--- config.mk ---
export PLATFORM = sky130hd
export DESIGN_NAME = sac_conversion_control
export DESIGN_NICKNAME = d
export VERILOG_FILES = /design/src/include/sac_pkg.sv /design/src/include/sac_clk_if.sv /design/src/verilog/sac_clock_divider.sv /design/src/verilog/sac_conversion_control.sv
export SDC_FILE = /design/constraint.sdc
export NUM_CORES = 1
export LEC_CHECK = 0
export BUFFER_PORTS_ARGS = -buffer_cell sky130_fd_sc_hd__buf_2
export CAP_MARGIN = 0
export CORE_ASPECT_RATIO = 0.8
export CORE_MARGIN = 10
export CORE_UTILIZATION = 51
export CTS_CLUSTER_DIAMETER = 120
export CTS_CLUSTER_SIZE = 12
export DETAILED_ROUTE_END_ITERATION = 16
export PLACE_DENSITY_LB_ADDON = 0.3
export SLEW_MARGIN = 30
export SYNTH_ARGS = -nofsm -noshare
export SYNTH_HDL_FRONTEND = slang
export SYNTH_HIERARCHICAL = 1
export SYNTH_SLANG_ARGS = --single-unit
export TNS_END_PERCENT = 50
--- constraint.sdc ---
create_clock -name clock_in -period 2.5 [get_ports clock_in]
set_input_delay 0.375 -clock clock_in [delete_from_list [all_inputs] [get_ports clock_in]]
set_output_delay 0.375 -clock clock_in [all_outputs]
set_load 0.1 [all_outputs]
--- src/include/sac_pkg.sv ---
package sac_pkg;
    // bus clock rate and derived bus-clock counts
    localparam int CLOCK_MHZ = 25;
    localparam logic [1:0] SYNC_BUS_CYCLES = 2'h3;
    // converter clock counts per phase
    localparam logic [5:0] START_CONVERTER_CLOCK = 6'h02;
    localparam logic [5:0] SAMPLE_SHORT_CONVERTER_CLOCK = 6'h04;
    localparam logic [5:0] SAMPLE_LONG_CONVERTER_CLOCK = 6'h18;
    localparam logic [3:0] MSB_INDEX = 4'h9;
    // worst-case conversion budgets in converter clocks
    localparam logic [5:0] BUDGET_8S_FIRST = 6'h12;
    localparam logic [5:0] BUDGET_8S_NEXT = 6'h10;
    localparam logic [5:0] BUDGET_8L_FIRST = 6'h26;
    localparam logic [5:0] BUDGET_8L_NEXT = 6'h24;
    localparam logic [5:0] BUDGET_10S_FIRST = 6'h15;
    localparam logic [5:0] BUDGET_10S_NEXT = 6'h13;
    localparam logic [5:0] BUDGET_10L_FIRST = 6'h29;
    localparam logic [5:0] BUDGET_10L_NEXT = 6'h27;
    // field codes
    localparam logic [4:0] CHANNEL_OFF = 5'h1F;
    localparam logic [1:0] MODE_8BIT = 2'h0;
    localparam logic [1:0] DIV_BY_1 = 2'h0;
    localparam logic [1:0] DIV_BY_2 = 2'h1;
    localparam logic [1:0] DIV_BY_4 = 2'h2;
    localparam logic [1:0] DIV_BY_8 = 2'h3;
    // reset values, trial start code and full-scale codes
    localparam logic [7:0] RESULT_RESET = 8'h00;
    localparam logic [4:0] CHANNEL_RESET = 5'h1F;
    localparam logic [1:0] MODE_RESET = 2'h0;
    localparam logic [1:0] DIVIDE_RESET = 2'h0;
    localparam logic [9:0] TRIAL_MSB = 10'h200;
    localparam logic [7:0] FULL_SCALE_8 = 8'hFF;
    localparam logic [9:0] FULL_SCALE_10 = 10'h3FF;

    typedef enum logic [2:0] {
        st_idle, st_sync, st_start, st_sample, st_convert, st_xfer
    } sac_state_t;
endpackage : sac_pkg

--- src/include/sac_clk_if.sv ---
`timescale 1ns/100ps
interface sac_clk_if;
    logic run;
    logic async_en;
    logic bus_sel;
    logic [1:0] divide;
    logic async_tick;
    logic alt_tick;
    logic converter_clock_tick;

    modport ctrl (output run, async_en, bus_sel, divide, async_tick, alt_tick,
                  input converter_clock_tick);
    modport div (input run, async_en, bus_sel, divide, async_tick, alt_tick,
                 output converter_clock_tick);
endinterface : sac_clk_if

--- src/verilog/sac_clock_divider.sv ---
`timescale 1ns/100ps
module sac_clock_divider (
    input wire logic clock_in,
    input wire logic rstn_in,
    sac_clk_if.div clk_if
);
    logic [2:0] div_count;
    logic [2:0] div_limit;
    logic src_tick;

    // source selection: async wins, else bus clock or alternate
    assign src_tick = clk_if.async_en ? clk_if.async_tick :
                      (clk_if.bus_sel ? 1'b1 : clk_if.alt_tick);

    // divide ratio from the two-bit field
    always_comb begin
        case (clk_if.divide)
            sac_pkg::DIV_BY_1: div_limit = 3'h0;
            sac_pkg::DIV_BY_2: div_limit = 3'h1;
            sac_pkg::DIV_BY_4: div_limit = 3'h3;
            default: div_limit = 3'h7;
        endcase
    end

    // divider counter, held cleared while the converter is off
    always_ff @(posedge clock_in or negedge rstn_in) begin
        if (!rstn_in) begin
            div_count <= 3'h0;
        end else if (!clk_if.run) begin
            div_count <= 3'h0;
        end else if (src_tick) begin
            div_count <= (div_count == div_limit) ? 3'h0 : div_count + 3'h1;
        end
    end

    assign clk_if.converter_clock_tick = clk_if.run & src_tick & (div_count == div_limit);
endmodule : sac_clock_divider

--- src/verilog/sac_conversion_control.sv ---
`timescale 1ns/100ps
module sac_conversion_control (
    input wire logic clock_in,
    input wire logic rstn_in,
    input wire logic status_write_in,
    input wire logic [4:0] channel_select_in,
    input wire logic continuous_convert_in,
    input wire logic interrupt_enable_in,
    input wire logic clock_config_write_in,
    input wire logic async_clock_enable_in,
    input wire logic low_power_config_in,
    input wire logic [1:0] clock_divide_in,
    input wire logic long_sample_in,
    input wire logic input_clock_select_in,
    input wire logic [1:0] mode_in,
    input wire logic result_high_read_in,
    input wire logic result_low_read_in,
    input wire logic stop_mode_in,
    input wire logic comparator_in,
    input wire logic async_clock_tick_in,
    input wire logic alt_clock_tick_in,
    output logic [7:0] result_high_out,
    output logic [7:0] result_low_out,
    output logic conversion_complete_out,
    output logic interrupt_request_out,
    output logic converting_out,
    output logic [4:0] channel_select_out,
    output logic sampling_out,
    output logic [9:0] sar_trial_out,
    output logic async_clock_run_out,
    output logic async_low_rate_out,
    output logic analog_power_out
);
    sac_clk_if clk_if ();

    sac_pkg::sac_state_t state;
    logic [4:0] channel;
    logic continuous;
    logic irq_enable;
    logic async_en;
    logic low_power;
    logic [1:0] divide;
    logic long_sample;
    logic bus_sel;
    logic [1:0] mode;
    logic [5:0] phase_count;
    logic [3:0] bit_index;
    logic [9:0] trial;
    logic [9:0] next_trial;
    logic high_read_pending;
    logic conversion_complete;
    logic irq;
    logic [1:0] async_sync;
    logic [1:0] alt_sync;
    logic async_last;
    logic alt_last;
    logic abort;
    logic start_req;
    logic tick;
    logic mode8;
    logic blocked;
    logic xfer;
    logic [5:0] sample_len;
    logic [8:0] round_sum;
    logic [7:0] rounded;

    // clock source pins cross in through two flops, then edge detect
    always_ff @(posedge clock_in or negedge rstn_in) begin
        if (!rstn_in) begin
            async_sync <= 2'h0;
            alt_sync <= 2'h0;
            async_last <= 1'b0;
            alt_last <= 1'b0;
        end else begin
            async_sync <= {async_sync[0], async_clock_tick_in};
            alt_sync <= {alt_sync[0], alt_clock_tick_in};
            async_last <= async_sync[1];
            alt_last <= alt_sync[1];
        end
    end

    // abort and start decode; only register writes start work
    assign abort = status_write_in | clock_config_write_in
                   | (stop_mode_in & ~async_en);
    assign start_req = status_write_in & (channel_select_in != sac_pkg::CHANNEL_OFF);
    assign tick = clk_if.converter_clock_tick;
    assign mode8 = (mode == sac_pkg::MODE_8BIT);
    assign blocked = ~mode8 & high_read_pending;
    assign xfer = (state == sac_pkg::st_xfer) & tick & ~abort;
    assign sample_len = long_sample ? sac_pkg::SAMPLE_LONG_CONVERTER_CLOCK
                                    : sac_pkg::SAMPLE_SHORT_CONVERTER_CLOCK;

    // clock divider hookup; runs only past the bus-clock sync phase
    assign clk_if.run = (state != sac_pkg::st_idle) & (state != sac_pkg::st_sync) & ~abort;
    assign clk_if.async_en = async_en;
    assign clk_if.bus_sel = input_clock_select_in ? 1'b1 : bus_sel;
    assign clk_if.divide = divide;
    assign clk_if.async_tick = async_sync[1] & ~async_last;
    assign clk_if.alt_tick = alt_sync[1] & ~alt_last;

    sac_clock_divider u_divider (
        .clock_in(clock_in),
        .rstn_in(rstn_in),
        .clk_if(clk_if)
    );

    // status-control register fields
    always_ff @(posedge clock_in or negedge rstn_in) begin
        if (!rstn_in) begin
            channel <= sac_pkg::CHANNEL_RESET;
            continuous <= 1'b0;
            irq_enable <= 1'b0;
        end else if (status_write_in) begin
            channel <= channel_select_in;
            continuous <= continuous_convert_in;
            irq_enable <= interrupt_enable_in;
        end
    end

    // clock configuration register fields
    always_ff @(posedge clock_in or negedge rstn_in) begin
        if (!rstn_in) begin
            async_en <= 1'b0;
            low_power <= 1'b0;
            divide <= sac_pkg::DIVIDE_RESET;
            long_sample <= 1'b0;
            bus_sel <= 1'b0;
            mode <= sac_pkg::MODE_RESET;
        end else if (clock_config_write_in) begin
            async_en <= async_clock_enable_in;
            low_power <= low_power_config_in;
            divide <= clock_divide_in;
            long_sample <= long_sample_in;
            bus_sel <= input_clock_select_in;
            mode <= mode_in;
        end
    end

    // next trial word: keep or drop the current bit, try the next lower
    always_comb begin
        next_trial = trial;
        if (!comparator_in && bit_index <= sac_pkg::MSB_INDEX) begin
            next_trial[bit_index] = 1'b0;
        end
        if (bit_index != 4'h0) begin
            next_trial[bit_index - 4'h1] = 1'b1;
        end
    end

    // conversion sequencer
    always_ff @(posedge clock_in or negedge rstn_in) begin
        if (!rstn_in) begin
            state <= sac_pkg::st_idle;
            phase_count <= 6'h00;
            bit_index <= 4'h0;
            trial <= 10'h000;
        end else if (abort) begin
            state <= start_req ? sac_pkg::st_sync : sac_pkg::st_idle;
            phase_count <= 6'h00;
        end else begin
            case (state)
                sac_pkg::st_idle: begin
                    phase_count <= 6'h00;
                end
                sac_pkg::st_sync: begin
                    if (phase_count[1:0] == sac_pkg::SYNC_BUS_CYCLES - 2'h1) begin
                        state <= sac_pkg::st_start;
                        phase_count <= 6'h00;
                    end else begin
                        phase_count <= phase_count + 6'h01;
                    end
                end
                sac_pkg::st_start: begin
                    if (tick && phase_count == sac_pkg::START_CONVERTER_CLOCK - 6'h01) begin
                        state <= sac_pkg::st_sample;
                        phase_count <= 6'h00;
                    end else if (tick) begin
                        phase_count <= phase_count + 6'h01;
                    end
                end
                sac_pkg::st_sample: begin
                    if (tick && phase_count == sample_len - 6'h01) begin
                        state <= sac_pkg::st_convert;
                        phase_count <= 6'h00;
                        bit_index <= sac_pkg::MSB_INDEX;
                        trial <= sac_pkg::TRIAL_MSB;
                    end else if (tick) begin
                        phase_count <= phase_count + 6'h01;
                    end
                end
                sac_pkg::st_convert: begin
                    if (tick) begin
                        trial <= next_trial;
                        bit_index <= bit_index - 4'h1;
                        if (bit_index == 4'h0) begin
                            state <= sac_pkg::st_xfer;
                        end
                    end
                end
                sac_pkg::st_xfer: begin
                    if (tick) begin
                        phase_count <= 6'h00;
                        if (blocked || continuous) begin
                            state <= sac_pkg::st_sample;
                        end else begin
                            state <= sac_pkg::st_idle;
                        end
                    end
                end
                default: begin
                    state <= sac_pkg::st_idle;
                end
            endcase
        end
    end

    // round to 8 bits, saturating at full scale
    assign round_sum = {1'b0, trial[9:2]} + {8'h00, trial[1]};
    assign rounded = round_sum[8] ? sac_pkg::FULL_SCALE_8 : round_sum[7:0];

    // result registers, only touched by a successful transfer
    always_ff @(posedge clock_in or negedge rstn_in) begin
        if (!rstn_in) begin
            result_high_out <= sac_pkg::RESULT_RESET;
            result_low_out <= sac_pkg::RESULT_RESET;
        end else if (xfer && !blocked) begin
            if (mode8) begin
                result_high_out <= sac_pkg::RESULT_RESET;
                result_low_out <= rounded;
            end else begin
                result_high_out <= {6'h00, trial[9:8]};
                result_low_out <= trial[7:0];
            end
        end
    end

    // split-read tracker for the 10-bit result pair
    always_ff @(posedge clock_in or negedge rstn_in) begin
        if (!rstn_in) begin
            high_read_pending <= 1'b0;
        end else if (result_high_read_in && !mode8) begin
            high_read_pending <= 1'b1;
        end else if (result_low_read_in) begin
            high_read_pending <= 1'b0;
        end
    end

    // complete flag and interrupt; a set beats a same-cycle low read, a same-cycle status write aborts the set and clears
    always_ff @(posedge clock_in or negedge rstn_in) begin
        if (!rstn_in) begin
            conversion_complete <= 1'b0;
            irq <= 1'b0;
        end else if (xfer && !blocked) begin
            conversion_complete <= 1'b1;
            irq <= irq_enable;
        end else if (status_write_in || result_low_read_in) begin
            conversion_complete <= 1'b0;
            irq <= 1'b0;
        end
    end

    assign conversion_complete_out = conversion_complete;
    assign interrupt_request_out = irq;
    assign converting_out = (state != sac_pkg::st_idle);
    assign channel_select_out = channel;
    assign sampling_out = (state == sac_pkg::st_sample);
    assign sar_trial_out = trial;
    assign analog_power_out = (state != sac_pkg::st_idle) & ~abort;
    assign async_clock_run_out = async_en & (state != sac_pkg::st_idle) & ~abort;
    assign async_low_rate_out = low_power;

    // helper: converter clocks spent on the current conversion
    logic [5:0] conv_ticks;
    logic conv_first;
    logic [5:0] budget;
    always_ff @(posedge clock_in or negedge rstn_in) begin
        if (!rstn_in) begin
            conv_ticks <= 6'h00;
            conv_first <= 1'b0;
        end else if (state == sac_pkg::st_sync) begin
            conv_ticks <= 6'h00;
            conv_first <= 1'b1;
        end else if (xfer) begin
            conv_ticks <= 6'h00;
            conv_first <= 1'b0;
        end else if (tick) begin
            conv_ticks <= conv_ticks + 6'h01;
        end
    end
    always_comb begin
        case ({mode8, long_sample, conv_first})
            3'h0: budget = sac_pkg::BUDGET_10S_NEXT;
            3'h1: budget = sac_pkg::BUDGET_10S_FIRST;
            3'h2: budget = sac_pkg::BUDGET_10L_NEXT;
            3'h3: budget = sac_pkg::BUDGET_10L_FIRST;
            3'h4: budget = sac_pkg::BUDGET_8S_NEXT;
            3'h5: budget = sac_pkg::BUDGET_8S_FIRST;
            3'h6: budget = sac_pkg::BUDGET_8L_NEXT;
            default: budget = sac_pkg::BUDGET_8L_FIRST;
        endcase
    end
endmodule : sac_conversion_control

==> flow_summary.toml <==
[finish]
layout.nets = 488
design_area_sq_um = 4460
antenna_cells = 0
num-fill-cells = 521
drive_gt1_share_pct = 37.8
layoutNonFillerInstCount = 539
area_growth_pct = 27.7

[power_and_ir_drop]
peakVddDrop_uv = 540
leakagePower_nw = 1.99
p_sw_uw = 668
pwr-share-comb_pct = 15.0
power_mw = 2.29
p_sw_share_pct = 29.2
internal_power_mw = 1.62
p_per_area_nw_per_um2 = 513
p_seq_share_pct = 45.6
clockPowerShare_pct = 39.4

[sta]
rsz0062_at_grt = "yes"
setup_slack_ns = -0.150
finalCritPeriodShare_pct = 106
max_freq_ghz = 0.377
hold_ws_ns = 0.129
setup_viol = 20
max_slew_margin_pct = 61.3
finalHoldViolCount = 0
tightest_slew_ns = 0.581
slew_violations = 0
fin_crit_ns = 2.65
fin_skew_ns = 0.0119

[routing]
first_pass_iters = 5
wire_per_inst_microns = 17.9
routed_wl_microns = 9650
via_per_inst = 6.00
num_vias = 3236
drt_iter0_markers = 348
ant_nets = 0
drc = 0

[yosys]
yosys_warnings = 6
syn_inst = 363
yosys.area.top_type_share_pct = 39.4
synth-edff-count = 0
avgSynthCellArea_sq_um = 9.62
ys.flop_type = "dfrtp_1"
synthTopCellsByArea = "dfrtp_1, mux2_2, ha_1"
synthArstFlopShare_pct = 100
ys_seq_elements = 60
synth_cell_types = 59
synth_area_sq_um = 3490
ys_seq_area_share_pct = 43.2
yosysTopAreaCell = "dfrtp_1"

[placed_design]
routabilityCongestion = 0.941
dpl_cell_area_sq_um = 4050
placed_cells = 515
portBuffers = 56
hpwlAfterDp_microns = 6860

[critical_path]
critPathMaxFanout = 4
critical-path-max-stage-delay_ns = 0.42
crit_start = "clk_if.divide[1]"
critical_path.endpoint_type = "flip-flop"
critPathTopFamily = "simple AND/OR/NAND/NOR gates"
cp_slowest_cell = "or3_4"
setup.worst_path.class = "reg -> reg"
cp.arrival_ns = 2.87
r2r-start = "clk_if.divide[1]"
cpMostUsedCell = "buf_4"
cp-start-kind = "flip-flop"
cp_data_required_time_ns = 2.72
path_cells = "or3_4, o32ai_4, nor2_1, nor3b_2, buf_4, and4bb_2, buf_4, a311oi_4, buf_6, a311oi_1, nor3_1"
critPathBufInv = 3

[die]
dieArea_sq_um = 10600
chipWidth_microns = 113
rows = 26
core-area_sq_um = 6510
io_pins = 63
initial_utilization_pct = 53.7
fp.dieH_microns = 94.0

[clock_network]
ctsRootBufferMaster = "clkbuf_8"
clk_pin_slew_ns = 0.07
cts_made_buffers = 9
cts_htree_levels = 3
cts_tree = "yes"
clk_latency_ns = 0.35
cts_max_path_buffers = 2
cts_sinks = 60

[global_routing]
grt_pass1_vias = 3175
grt_max_degree = 25
track_usage_pct = 18.0
grt_pass1_wl_microns = 15800
grt_overflow = 0
antenna_found_initial = 0

[job]
cap_violations = 0

[min_path]
hold_class = "in -> reg"
worstHoldStart = "alt_clock_tick_in"

[run_status]
violations = "setup timing"
run_status = "complete, but fails checks"
## power by group through the flow
stage	combinational (mW)	clock [mW]	sequential (mW)
after floorplan	0.176	0	1.12
after global placement	0.321	0	1.06
after detailed placement	0.328	0	1.06
after CTS	0.333	0.919	1.04
after global routing	0.364	0.956	1.05
final	0.343	0.901	1.04
## cell type report
type,count,area [sq um],area share [%]
sequential,60,1510,33.8
timing repair buffer,96,611,13.7
inverter,16,63.8,1.43
clock buffer,12,155,3.48
clock inverter,4,47.5,1.07
tap,84,105,2.36
multi-input combinational,267,1970,44.2
## Yosys cell counts (all sizes together), types with 5 or more instances
library cell and number:
o211ai 6, or3 5, mux2 15, ha 13
a22o 5, nand2b 9, nor3 9, dfstp 5
and3 5, dfrtp 55, buf 13, o21ai 29
inv 16, nand2 28, nand3 18, a31oi 9
nor2 25, a21oi 14, clkbuf 12
## through the flow
| step | utilization, % | worst slack [ns] | TNS [ns] |
|---|---|---|---|
| CTS | 66.5 | -0.104 | -0.591 |
| finish | 68.6 | -0.150 | -1.47 |
| global placement | 62.3 | -0.0780 | -0.312 |
| detailed placement | 62.3 | -0.126 | -1.17 |
| floorplan | - | -0.0171 | -0.0351 |
| global route | 68.6 | -0.276 | -4.70 |
## path summary, 6_finish.rpt
check	endpoint	slack [ns]	cells past startpoint
min in group asynchronous	u_divider/div_count[0]	0.50	2
worst max register to register	phase_count[2]	-0.15	11
worst min-delay path	alt_sync[0]	0.13	1
worst min register to register	alt_sync[1]	0.36	0
worst max-delay path	phase_count[2]	-0.15	11
max in group asynchronous	result_low_out[0]	1.31	3
## sequential cells by signal (all words and copies together), names as in the netlist, 2 cells and up
| register | flops |
|---|---|
| state | 3 |
| result_low_out | 8 |
| alt_sync | 2 |
| mode | 2 |
| clk_if.divide | 2 |
| phase_count | 6 |
| result_high_out | 2 |
| sar_trial_out | 10 |
| async_sync | 2 |
| u_divider/div_count | 3 |
| channel_select_out | 5 |
| bit_index | 4 |
## cells in the final DEF, fill, tap and decap left out, types with 3 or more instances in the layout
cell / netlist / routed
buf_2: 6 / 57
dfrtp_1: 55 / 55
buf_4: 6 / 30
nand2_1: 28 / 26
nor2_1: 25 / 22
nand3_1: 18 / 16
inv_1: 16 / 15
o21ai_0: 29 / 15
mux2_2: 15 / 15
ha_1: 13 / 13
o21ai_1: 0 / 11
clkbuf_8: 0 / 11
nand2b_1: 9 / 9
nor3_1: 9 / 9
a31oi_1: 9 / 9
a21oi_1: 13 / 9
buf_6: 1 / 8
o211ai_1: 6 / 6
conb_1: 1 / 6
a22o_1: 5 / 5
dfstp_2: 5 / 5
nor2b_1: 4 / 4
nand4_1: 4 / 4
xnor2_1: 4 / 4
a21oi_2: 0 / 4
nand3b_1: 4 / 4
a32oi_1: 4 / 4
or2_2: 3 / 3
and3_1: 5 / 3
o21ai_2: 0 / 3
a21o_1: 4 / 3
## per-layer routing
layer  global-route usage [%]  vias up  share of wire, %
met3                     6.58       17               9.8
met1                     22.6     1560                43
met5                        0        -                 0
met2                     28.1      173                46
met4                     6.22        0               1.4
li1                         -     1486                 -
## logic make-up (layout without fill, tap and decap cells)
| kind of cell | count (synthesis) | after routing | share of synthesized area, % |
|---|---|---|---|
| compound gates | 98 | 98 | 20.6 |
| xor+xnor | 6 | 6 | 1.50 |
| fa+ha+maj | 13 | 13 | 4.66 |
| buf+inv | 41 | 128 | 5.48 |
| flops | 60 | 60 | 43.2 |
| mux | 17 | 17 | 5.41 |
| other cells | 1 | 6 | 0.107 |
| simple gates | 127 | 127 | 19.1 |
## what timing repair did
action | 4_1_cts | 5_1_grt
gates resized for setup | 13 | 35
gates cloned | 1 | 0
setup buffers | 4 | 4
endpoints found under the hold margin | 17 | 0
endpoints found under the setup margin | 23 | 33
hold buffers | 1 | 0
pin swaps | 8 | 13
Power figures use the tool's default switching activity.
